## src/logic/sw_eeprom_defs.vh

```
// Constants of the single-wire EEPROM command decoder and write sequencer.
// Assumes a 20 MHz core clock; included by the design file only.
`ifndef SW_EEPROM_DEFS_VH
`define SW_EEPROM_DEFS_VH

// Opcodes carried in bits 7..4 of the device address byte.
`define OP_ARRAY        4'ha
`define OP_SECREG       4'hb
`define OP_LOCK         4'h2
`define OP_ZONE         4'h7
`define OP_FREEZE       4'h1
`define OP_IDENT        4'hc
`define OP_STD_SPEED    4'hd
`define OP_HIGH_SPEED   4'he

// Field positions of the device address byte.
`define DEV_OP_MSB      7
`define DEV_OP_LSB      4
`define DEV_SA_MSB      3
`define DEV_SA_LSB      1
`define DEV_RW_BIT      0

// Memory address byte: low seven bits used, row and column split.
`define ROW_ADDR_TOP_BIT 6
`define ROW_ADDR_LOW_BIT 3
`define COL_MSB          2

// Array geometry.
`define ARRAY_DEPTH     128
`define PAGE_BYTES      8
`define SECREG_DEPTH    32
`define SECREG_USER_LO  16
`define ZONE_COUNT      4

// Reset values, then the high address nibbles of the zone and lock commands.
`define RST_HIGH_SPEED  1'b1
`define RST_ZONE_RO     4'h0
`define ZONE_ADDR_HI    4'h0
`define LOCK_ADDR_HI    4'h6

// Timing: write cycle time in microseconds and its cycle count at 20 MHz.
`define CLK_MHZ         20
`define WRITE_TIME_US   5000
`define WRITE_CYCLES    (`WRITE_TIME_US * `CLK_MHZ)
// Discharge abort time in microseconds; longest time, rounded down.
`define DSCHG_TIME_US   150
`define DSCHG_CYCLES    (`DSCHG_TIME_US * `CLK_MHZ)

`endif

```

## src/logic/sw_eeprom_cmd.v

```verilog
// Command decoder and write sequencer of a single-wire serial EEPROM.
// Assumes a bit-level framer on the same clock that delivers whole bytes
// with a valid/ready pair, a start and a stop pulse, and the raw line level.
//
// Functional notes
// - opcode 1010 routes the transaction to the main array.
// - opcode 1011 routes the transaction to the security register.
// - opcode 0010 permanently locks the user part of the security register.
// - opcode 0111 writes the zone read-only configuration.
// - opcode 0001 freezes the zone configuration for good.
// - opcode 1100 returns maker, density and revision data.
// - opcode 1101 selects or queries standard speed mode.
// - opcode 1110 selects or queries high speed; high speed after reset.
// - main array is four zones of 256 bits, each lockable read-only.
// - stop not right after a whole data byte aborts the write.
// - commands during programming are ignored and answered with busy nack.
// - line low beyond discharge time terminates the programming cycle.
// - ack after device address, memory address and each data byte.
// - stop after last data byte starts a bounded self-timed write.
// - page write takes one to eight bytes of one row.
// - after the first data byte every further byte is acked, wrapping over the page.
// - only low three address bits increment, wrapping within the page.
// - an interrupted cycle corrupts at most the byte being programmed.
// - address byte holds opcode, slave address and direction; mismatch silent.
// - memory address byte ignores its top bit.
`timescale 1ns/1ps
`include "sw_eeprom_defs.vh"

module sw_eeprom_cmd #(
    parameter WRITE_CYCLES = `WRITE_CYCLES,
    parameter DSCHG_CYCLES = `DSCHG_CYCLES
) (
    input  wire       i_clk,
    input  wire       i_rst,
    input  wire [2:0] i_slave_addr,
    input  wire       i_line,
    input  wire       i_start,
    input  wire       i_stop,
    input  wire       i_byte_valid,
    input  wire [7:0] i_byte,
    output reg        o_byte_ready,
    output reg        o_ack_valid,
    output reg        o_ack_nack,
    input  wire       i_ack_ready,
    output reg        o_busy,
    output reg        o_high_speed,
    output reg  [3:0] o_zone_ro,
    output reg        o_zone_frozen,
    output reg        o_sec_locked,
    output reg        o_ident_req,
    output reg        o_read_req,
    output reg        o_read_secreg,
    output reg  [6:0] o_read_addr,
    output reg        o_wr_corrupt
);

    // Sequencer states.
    localparam ST_IDLE = 3'h0;
    localparam ST_DEV  = 3'h1;
    localparam ST_MEM  = 3'h2;
    localparam ST_DATA = 3'h3;
    localparam ST_PROG = 3'h4;
    localparam ST_SKIP = 3'h5;

    // Targets of a pending write.
    localparam TG_ARRAY  = 2'h0;
    localparam TG_SECREG = 2'h1;
    localparam TG_LOCK   = 2'h2;
    localparam TG_ZONE   = 2'h3;

    reg [2:0]  state_ff;
    reg [1:0]  target_ff;
    reg [6:0]  addr_ff;
    reg [3:0]  count_ff;
    reg        at_boundary_ff;
    reg [7:0]  page_ff [0:`PAGE_BYTES-1];
    reg [`PAGE_BYTES-1:0] page_vld_ff;
    reg [7:0]  array_ff [0:`ARRAY_DEPTH-1];
    reg [7:0]  secreg_ff [0:`SECREG_DEPTH-1];
    reg [6:0]  base_ff;
    reg [16:0] prog_cnt_ff;
    reg [15:0] low_cnt_ff;
    reg        line_s1_ff;
    reg        line_s2_ff;
    reg        commit_ff;

    // Two-entry skid buffer between the framer and the decoder.
    reg [7:0]  buf_data_ff [0:1];
    reg        buf_head_ff;
    reg        buf_tail_ff;
    reg [1:0]  buf_count_ff;
    wire       buf_out_valid = (buf_count_ff != 2'h0);
    wire [7:0] buf_out = buf_data_ff[buf_head_ff];
    wire       ack_free = !o_ack_valid || i_ack_ready;
    wire       take = buf_out_valid && ack_free;
    wire       push = i_byte_valid && o_byte_ready;

    // Zone number of an array address: 32 bytes per 256-bit zone.
    function [1:0] zone_of;
        input [6:0] a;
        begin
            zone_of = a[6:5];
        end
    endfunction

    // Address decoding check used on the device address byte.
    function dev_match;
        input [7:0] b;
        input [2:0] sa;
        begin
            dev_match = (b[`DEV_SA_MSB:`DEV_SA_LSB] == sa);
        end
    endfunction

    // Line level passes two flip-flops before the abort timer looks at it.
    always @(posedge i_clk or posedge i_rst) begin
        if (i_rst) begin
            line_s1_ff <= 1'b1;
            line_s2_ff <= 1'b1;
        end else begin
            line_s1_ff <= i_line;
            line_s2_ff <= line_s1_ff;
        end
    end

    // Buffer bookkeeping; ready drops when both entries are full.
    always @(posedge i_clk or posedge i_rst) begin
        if (i_rst) begin
            buf_head_ff  <= 1'b0;
            buf_tail_ff  <= 1'b0;
            buf_count_ff <= 2'h0;
            o_byte_ready <= 1'b1;
        end else begin
            if (push) begin
                buf_data_ff[buf_tail_ff] <= i_byte;
                buf_tail_ff <= ~buf_tail_ff;
            end
            if (take) begin
                buf_head_ff <= ~buf_head_ff;
            end
            case ({push, take})
                2'b10: buf_count_ff <= buf_count_ff + 2'h1;
                2'b01: buf_count_ff <= buf_count_ff - 2'h1;
                default: buf_count_ff <= buf_count_ff;
            endcase
            o_byte_ready <= !((buf_count_ff == 2'h2 && !take) ||
                              (buf_count_ff == 2'h1 && push && !take));
        end
    end

    integer i;

    // Main command sequencer.
    always @(posedge i_clk or posedge i_rst) begin
        if (i_rst) begin
            state_ff       <= ST_IDLE;
            target_ff      <= TG_ARRAY;
            addr_ff        <= 7'h00;
            base_ff        <= 7'h00;
            count_ff       <= 4'h0;
            at_boundary_ff <= 1'b0;
            page_vld_ff    <= {`PAGE_BYTES{1'b0}};
            prog_cnt_ff    <= 17'h00000;
            low_cnt_ff     <= 16'h0000;
            commit_ff      <= 1'b0;
            o_ack_valid    <= 1'b0;
            o_ack_nack     <= 1'b0;
            o_busy         <= 1'b0;
            o_high_speed   <= `RST_HIGH_SPEED;
            o_zone_ro      <= `RST_ZONE_RO;
            o_zone_frozen  <= 1'b0;
            o_sec_locked   <= 1'b0;
            o_ident_req    <= 1'b0;
            o_read_req     <= 1'b0;
            o_read_secreg  <= 1'b0;
            o_read_addr    <= 7'h00;
            o_wr_corrupt   <= 1'b0;
        end else begin
            o_ident_req <= 1'b0;
            o_read_req  <= 1'b0;
            if (o_ack_valid && i_ack_ready) begin
                o_ack_valid <= 1'b0;
            end
            case (state_ff)
                ST_IDLE, ST_SKIP: begin
                    if (i_start) begin
                        state_ff <= ST_DEV;
                    end else if (take) begin
                        state_ff <= ST_SKIP;
                    end
                end
                ST_DEV: begin
                    if (i_stop) begin
                        state_ff <= ST_IDLE;
                    end else if (take) begin
                        if (!dev_match(buf_out, i_slave_addr)) begin
                            state_ff <= ST_SKIP;
                        end else begin
                            o_ack_valid <= 1'b1;
                            o_ack_nack  <= 1'b0;
                            state_ff    <= ST_MEM;
                            case (buf_out[`DEV_OP_MSB:`DEV_OP_LSB])
                                `OP_ARRAY:  target_ff <= TG_ARRAY;
                                `OP_SECREG: target_ff <= TG_SECREG;
                                `OP_LOCK:   target_ff <= TG_LOCK;
                                `OP_ZONE:   target_ff <= TG_ZONE;
                                `OP_FREEZE: begin
                                    o_zone_frozen <= 1'b1;
                                    state_ff <= ST_SKIP;
                                end
                                `OP_IDENT: begin
                                    o_ident_req <= 1'b1;
                                    state_ff <= ST_SKIP;
                                end
                                `OP_STD_SPEED: begin
                                    if (buf_out[`DEV_RW_BIT])
                                        o_ack_nack <= o_high_speed;
                                    else
                                        o_high_speed <= 1'b0;
                                    state_ff <= ST_SKIP;
                                end
                                `OP_HIGH_SPEED: begin
                                    if (buf_out[`DEV_RW_BIT])
                                        o_ack_nack <= !o_high_speed;
                                    else
                                        o_high_speed <= 1'b1;
                                    state_ff <= ST_SKIP;
                                end
                                default: begin
                                    o_ack_valid <= 1'b0;
                                    state_ff <= ST_SKIP;
                                end
                            endcase
                            if (buf_out[`DEV_RW_BIT] &&
                                (buf_out[7:4] == `OP_ARRAY ||
                                 buf_out[7:4] == `OP_SECREG)) begin
                                o_read_req    <= 1'b1;
                                o_read_secreg <= buf_out[4];
                                o_read_addr   <= addr_ff;
                                state_ff      <= ST_SKIP;
                            end
                        end
                    end
                end
                ST_MEM: begin
                    if (i_stop) begin
                        state_ff <= ST_IDLE;
                    end else if (take) begin
                        o_ack_valid <= 1'b1;
                        o_ack_nack  <= (target_ff == TG_LOCK) &&
                                       o_sec_locked;
                        addr_ff  <= buf_out[6:0];
                        base_ff  <= buf_out[6:0];
                        count_ff <= 4'h0;
                        page_vld_ff    <= {`PAGE_BYTES{1'b0}};
                        at_boundary_ff <= 1'b0;
                        state_ff <= ST_DATA;
                    end
                end
                ST_DATA: begin
                    if (i_stop) begin
                        if (at_boundary_ff) begin
                            state_ff    <= ST_PROG;
                            o_busy      <= 1'b1;
                            prog_cnt_ff <= 17'h00000;
                            low_cnt_ff  <= 16'h0000;
                        end else begin
                            state_ff <= ST_IDLE;
                        end
                    end else if (take) begin
                        o_ack_valid <= 1'b1;
                        o_ack_nack  <= 1'b0;
                        if (target_ff == TG_SECREG &&
                            (o_sec_locked ||
                             addr_ff[4:0] < `SECREG_USER_LO)) begin
                            o_ack_nack <= 1'b1;
                            state_ff   <= ST_IDLE;
                        end else begin
                            page_ff[addr_ff[`COL_MSB:0]] <= buf_out;
                            page_vld_ff[addr_ff[`COL_MSB:0]] <= 1'b1;
                            addr_ff[`COL_MSB:0] <= addr_ff[`COL_MSB:0]
                                                   + 3'h1;
                            if (count_ff != 4'h8)
                                count_ff <= count_ff + 4'h1;
                            at_boundary_ff <= 1'b1;
                        end
                    end
                end
                ST_PROG: begin
                    if (take) begin
                        o_ack_valid <= 1'b1;
                        o_ack_nack  <= 1'b1;
                    end
                    if (!line_s2_ff)
                        low_cnt_ff <= low_cnt_ff + 16'h0001;
                    else
                        low_cnt_ff <= 16'h0000;
                    prog_cnt_ff <= prog_cnt_ff + 17'h00001;
                    if (low_cnt_ff == DSCHG_CYCLES[15:0]) begin
                        o_busy       <= 1'b0;
                        o_wr_corrupt <= 1'b1;
                        state_ff     <= ST_IDLE;
                    end else if (prog_cnt_ff == WRITE_CYCLES[16:0]) begin
                        o_busy    <= 1'b0;
                        commit_ff <= 1'b1;
                        state_ff  <= ST_IDLE;
                    end
                end
                default: state_ff <= ST_IDLE;
            endcase
            // Commit the loaded page one cycle after a clean cycle.
            if (commit_ff) begin
                commit_ff <= 1'b0;
                o_wr_corrupt <= 1'b0;
                case (target_ff)
                    TG_LOCK: o_sec_locked <= 1'b1;
                    // zone read-only bits
                    // The data byte sits in the column of its address.
                    TG_ZONE: if (!o_zone_frozen &&
                                 page_vld_ff[base_ff[`COL_MSB:0]])
                        o_zone_ro[base_ff[1:0]] <= o_zone_ro[base_ff[1:0]]
                            | page_ff[base_ff[`COL_MSB:0]][0];
                    default: ;
                endcase
            end
        end
    end

    always @(posedge i_clk) begin
        if (commit_ff) begin
            for (i = 0; i < `PAGE_BYTES; i = i + 1) begin
                if (page_vld_ff[i] && target_ff == TG_ARRAY &&
                    !o_zone_ro[zone_of({base_ff[6:3], i[2:0]})])
                    array_ff[{base_ff[6:3], i[2:0]}] <= page_ff[i];
                if (page_vld_ff[i] && target_ff == TG_SECREG)
                    secreg_ff[{base_ff[4:3], i[2:0]}] <= page_ff[i];
            end
        end
    end

endmodule // sw_eeprom_cmd

```

## config.mk

```make
export PLATFORM = sky130hd
export DESIGN_NAME = sw_eeprom_cmd
export DESIGN_NICKNAME = d
export VERILOG_FILES = /design/src/logic/sw_eeprom_cmd.v
export VERILOG_INCLUDE_DIRS = /design/src /design/src/logic
export SDC_FILE = /design/constraint.sdc
export NUM_CORES = 1
export LEC_CHECK = 0
export BUFFER_PORTS_ARGS = -buffer_cell sky130_fd_sc_hd__buf_2
export CAP_MARGIN = 20
export CELL_PAD_IN_SITES_DETAIL_PLACEMENT = 0
export CELL_PAD_IN_SITES_GLOBAL_PLACEMENT = 1
export CORE_MARGIN = 3
export CORE_UTILIZATION = 48
export DETAILED_ROUTE_END_ITERATION = 7
export PLACE_DENSITY = 0.79
export SLEW_MARGIN = 20
export SYNTH_ARGS = -nofsm -noshare
export SYNTH_HDL_FRONTEND = slang
export SYNTH_SLANG_ARGS = --single-unit
```

## constraint.sdc

```tcl
create_clock -name i_clk -period 3.9 [get_ports i_clk]
set_input_delay 0.78 -clock i_clk [delete_from_list [all_inputs] [get_ports i_clk]]
set_output_delay 0.78 -clock i_clk [all_outputs]
set_load 0.01 [all_outputs]
```

== Yosys cells after proc, flatten, opt, wreduce, memory -nomap -nowiden ==
Memories as Yosys holds them, arrays and structs flattened.
Cells that the tools add are included.
Word-level totals
  bits in writable memories: 80
  latch bits: 0
  word-level logic and storage cells: 242
  memories kept: 2
  memory bits (read-only): 0
  output and inout bits: 22
  register bits after elaboration: 86
Memories
  page_ff: words 8, bits a word 8, read ports 1, clocked after Yosys merged registers in 0, write ports 1, RTL line sw_eeprom_cmd.v:76  | reg [7:0] page_ff [0:`PAGE_BYTES-1];
  buf_data_ff: words 2, bits a word 8, read ports 1, clocked after Yosys merged registers in 0, write ports 1, RTL line sw_eeprom_cmd.v:88  | reg [7:0] buf_data_ff [0:1];
Operators by class
  multiply operators: 0
  shift operators: 0
  reduce and logical (&&, ||, !) cells: 51
  divide/modulo/power cells: 0
  add/sub/neg operators: 5
  eq/ne operators: 41
  bitwise gates (word level): 5
  magnitude comparators: 6
  multiplexer cells: 104
Operators by type and width (count)
  $mux W3: 20
  $mux W1: 56
  $mux W16: 3
  $mux W8: 5
  $mux W17: 2
  $pmux W17 S2: 1
  $pmux W16 S2: 1
  $ne A2 B2 Y1 const B: 12
  $eq A4 B4 Y1 const B: 5
  $ne A3 B3 Y1 const B: 6
  $reduce_and A6 Y1: 3
  $add A17 B1 Y17 const B: 1
  $eq A17 B17 Y1 const B: 1
  $add A16 B1 Y16 const B: 1
  $eq A16 B12 Y1 const B: 1
  $pmux W8 S2: 1
  $pmux W3 S5: 1
  $reduce_and A5 Y1: 3
  $logic_and A1 B1 Y1: 14
  $reduce_bool A2 Y1: 7
  $reduce_and A3 Y1: 3
  $reduce_and A9 Y1: 1
  $eq A2 B2 Y1 const B: 4
  $lt A3 B4 Y1 const B: 2
  other kinds (38): 58

== Logic depth before layout (Yosys ltp) ==
  depth after elaboration: 9
  depth in mapped cells: 8
  depth with buffers taken out: 8

== Worst setup path after synthesis ==
No wires, ideal clock.
  path kind: input port to flip-flop
  start: in i_rst
  end: mem page_ff[0][0] (enable)
  buffers on the path: 0
  data arrival time: 3.210 ns
  stages: 3
  path slack: 0.371 ns
  cell sequence: inv_1 -> nand3_1 -> nor3_1
On the way
  cells in the longest elaborated chain, start to end: 3
Ends and longest elaborated chain
  from (decl): RTL line sw_eeprom_cmd.v:34  | input wire i_rst,
  $logic_not A1 Y1 (no line)
  $logic_and A1 B1 Y1: RTL line sw_eeprom_cmd.v:279  | page_ff[addr_ff[`COL_MSB:0]] <= buf_out;
  $mux W1: RTL line sw_eeprom_cmd.v:279
  to (decl): RTL line sw_eeprom_cmd.v:76
Every way passes these cells.

== Worst setup path in the final report ==
  start: reg state_ff[0]
  end: reg prog_cnt_ff[14]
On the way
  cells in the longest elaborated chain, start to end: 3
  elaborated cells between the ends (all ways): 7
  those cells by class: eq/ne: 4; mux: 1; reduce/logical: 2
Ends and longest elaborated chain
  from (decl): RTL line sw_eeprom_cmd.v:71  | reg [2:0] state_ff;
  from (signal assigned): RTL line sw_eeprom_cmd.v:156  | state_ff <= ST_IDLE;
  from (signal assigned): RTL line sw_eeprom_cmd.v:187  | state_ff <= ST_DEV;
  from (signal assigned): RTL line sw_eeprom_cmd.v:189  | state_ff <= ST_SKIP;
  $eq A3 B2 Y1 / $eq A3 B3 Y1 (equally long branches): RTL line sw_eeprom_cmd.v:184  | case (state_ff)
  $ne A2 B2 Y1 (no line) / $reduce_bool A2 Y1 (equally long branches)
  $reduce_and A3 Y1 (no line)
  to (signal assigned): RTL line sw_eeprom_cmd.v:298  | prog_cnt_ff <= prog_cnt_ff + 17'h00001;
  to (decl): RTL line sw_eeprom_cmd.v:81  | reg [16:0] prog_cnt_ff;
Parallel ways exist; a longest one is shown, timed or not.
A chain may end at the register's enable or synchronous reset.

==> run metrics <==
status completed; TritonCTS Buffers 9; MaxCap Viol Count 0; DR WL/cell 16.2 µm; Hold EP line_s2_ff$_DFF_PP1_; Slew Limit Fails 0; antenna violations before repair 0; Lkg Pwr 2.59 nW; Crit Path Max Fanout 24; register area share after synthesis 0.520; Detailed Routing Iterations Pass 1 5; first-pass GRT wire length 19.8 mm; top_reg_cell synth dfrtp_1; DIE AREA 12,900 µm²; Post-Syn Nets 544; GRT Total Usage 0.190; FP Rows 38; Slew Limit Headroom 0.289; GPL Wtd Cong 0.777; fin crit period 2.64 ns; Power Dens Cells 556 nW/µm²; Hold WC Path Type register to register; dominant cell type by area after synthesis dfrtp_1; Worst setup EP type register; worst reg-to-reg path cell count 6; core area 11,100 µm²; filler instances 967; global route overflow 0; post-synthesis cell count 517; detailed-route vias per instance 5.82; setup TNS 0 ns; Worst Tran Pin Value 1.06 ns; met2 wire length 5.15 mm; clock latency at the later pin of the worst-skew pair 0.35 ns; Cell variety after synth 77; num ports 40; # nets final 578; Met1 Wirelength 5.66 mm; top post-synthesis cells by area dfrtp_1 37%, edfxtp_1 13%, nor2_1 3.3%, nand2_1 2.9%, mux2i_1 2.7%; Clk pin slew, worst setup/hold paths 0.07 ns; Syn. warnings 0; CTS root buf clkbuf_16; Post-CTS Setup Inserts 0; largest net degree at the start of global routing 50; Hold Vio Cnt, Final 0; Avg Inst Size Synth 10.7 µm²; kind of critical path register to register; Final setup viols 0; Routed Wire Length 11.3 mm; r2r setup slk 1.26 ns; Die Ht 113 µm; met3 WL 321 µm; clock skew after layout 0.00607 ns; async set or reset register ratio after synthesis 0.782; Post-DP HPWL 8.02 mm; Worst Path Arrival 2.91 ns; Top Metal Used met4; H-tree depth 3; initial core utilization 0.500; Hold Path Stages 0; VDD IR max 0.393 mV; Final Cycle Share 0.676; vias 4,050; vias in the first global route 3,999; most common cell after layout, fill and taps aside dfrtp_1; Post-route DRC 0; n_diodes 0; Multi-input gate area 2510 µm²; area of all sequential standard cells 2880 µm²; DRT iter0 DRCs 279; # resized after CTS 0; RSZ-0062 raised after global routing no; worst r2r src state_ff[0]$_DFFE_PP0P_; crit start category register; min-delay src line_s1_ff$_DFF_PP1_; hold bufs inserted after CTS 0; CTS Buffer Depth 2; Sink Count 110; share of layout cells above drive strength 1 0.162; Area Overhead vs Synth 11.1%; CTS tree done; Post-DRT Antenna Nets 0; die span in x 113 µm; post-synth top area share 0.371; Port Buffers 39; mapped cell area 5540 µm²; FMAX 379 MHz; Crit Reg-Reg Endpoint prog_cnt_ff[14]$_DFFE_PP0P_; Seq cells post-synth 110; hold_ws 0.359 ns; Critical Path RT 4.17 ns; Post-synth EDFFs 24; highest-count cells in the layout ignoring fill and taps 82 x dfrtp_1, 49 x nor2_1, 43 x nand2_1
-- cell families (layout without fill, tap and decap cells) --
logic type / Yosys count / count (layout) / synth area share
xor gates and xnor gates: 15 / 15 / 0.0251
muxes: 35 / 35 / 0.0814
buffers and inverters: 38 / 77 / 0.0292
adders and majority gates: 9 / 9 / 0.0203
DFF: 110 / 110 / 0.520
and+or+nand+nor: 200 / 200 / 0.195
AOI/OAI and AO/OA: 110 / 110 / 0.129
-- Yosys cell counts (4+ instances only) --
library cell,n
mux2_4,8
nor3_1,14
clkbuf_1,13
nand2b_1,7
xnor2_1,12
nor2b_1,6
and4_1,6
or3_1,7
mux2i_1,15
nand4_1,9
mux2_1,6
nand2_1,43
nor4_1,5
inv_1,18
a31oi_1,12
and3_1,4
ha_1,9
dfrtp_1,82
o21ai_1,21
edfxtp_1,24
a21oi_1,22
dfstp_2,4
nor4b_1,5
o21ai_0,17
nand3_1,24
nor2_1,49
-- where the power goes --
part	switching [mW]	internal, mW	total, mW
Clock	0.420	0.503	0.923
Sequential	0.232	1.35	1.58
Combinational	0.531	0.383	0.913
Total	1.18	2.24	3.42
-- layout make-up --
type,instances,share of cell area
well taps,140,0.0285
flip-flops and latches,110,0.468
repair buffers,43,0.0366
clock buffers,10,0.0372
clock inverters,6,0.0112
inverters,18,0.0112
multi-input cells,369,0.408
-- stage by stage --
| stage | instances | total power, mW | setup slack [ns] | utilization | cell area, µm² |
|---|---|---|---|---|---|
| 5_1_grt | 696 | 3.65 | 0.992 | 0.555 | 6150 |
| 3_3_place_gp | 680 | 2.49 | 1.16 | 0.528 | 5850 |
| 3_5_place_dp | 680 | 2.51 | 1.07 | 0.528 | 5850 |
| 4_1_cts | 696 | 3.45 | 1.25 | 0.555 | 6150 |
| 6_report | 696 | 3.42 | 1.26 | 0.555 | 6150 |
| 2_1_floorplan | 517 | 2.28 | 0.371 | - | 5540 |
-- registers in the layout, indices dropped and copies added, names as in the netlist, 2 cells and up --
| register | flops |
|---|---|
| buf_data_ff | 16 |
| target_ff | 2 |
| page_vld_ff | 8 |
| prog_cnt_ff | 17 |
| buf_count_ff | 2 |
| state_ff | 3 |
| page_ff | 8 |
| addr_ff | 7 |
| o_zone_ro | 4 |
| low_cnt_ff | 16 |
| base_ff | 3 |
| o_read_addr | 7 |
-- critical path, cell delays in order, from the launching register on --
cell,delay [ns]
dfrtp_1,0.65
nor3b_2,0.53
a41oi_2,0.06
buf_4,0.26
or4_4,0.59
or3_1,0.32
a21oi_1,0.15
-- layer usage --
metal / global-route usage / vias to the layer above
met5: 0 / -
met4: 0.0681 / 0
met3: 0.0308 / 12
met2: 0.293 / 67
met1: 0.273 / 1982
li1: - / 1989
-- worst max-delay path by stage --
stage	end	from	depth (start not counted)	slack, ns
2_1_floorplan	page_ff[0][0]$_DFFE_PP_	i_rst	3	0.37
3_5_place_dp	page_ff[0][0]$_DFFE_PP_	i_ack_ready	6	1.07
3_3_place_gp	page_ff[2][0]$_DFFE_PP_	i_ack_ready	6	1.16
4_1_cts	prog_cnt_ff[13]$_DFFE_PP0P_	state_ff[0]$_DFFE_PP0P_	6	1.25
6_report	prog_cnt_ff[14]$_DFFE_PP0P_	state_ff[0]$_DFFE_PP0P_	6	1.26
5_1_grt	page_ff[0][0]$_DFFE_PP_	buf_count_ff[0]$_DFFE_PP0P_	7	0.99
(Power assumes the default switching activity.)
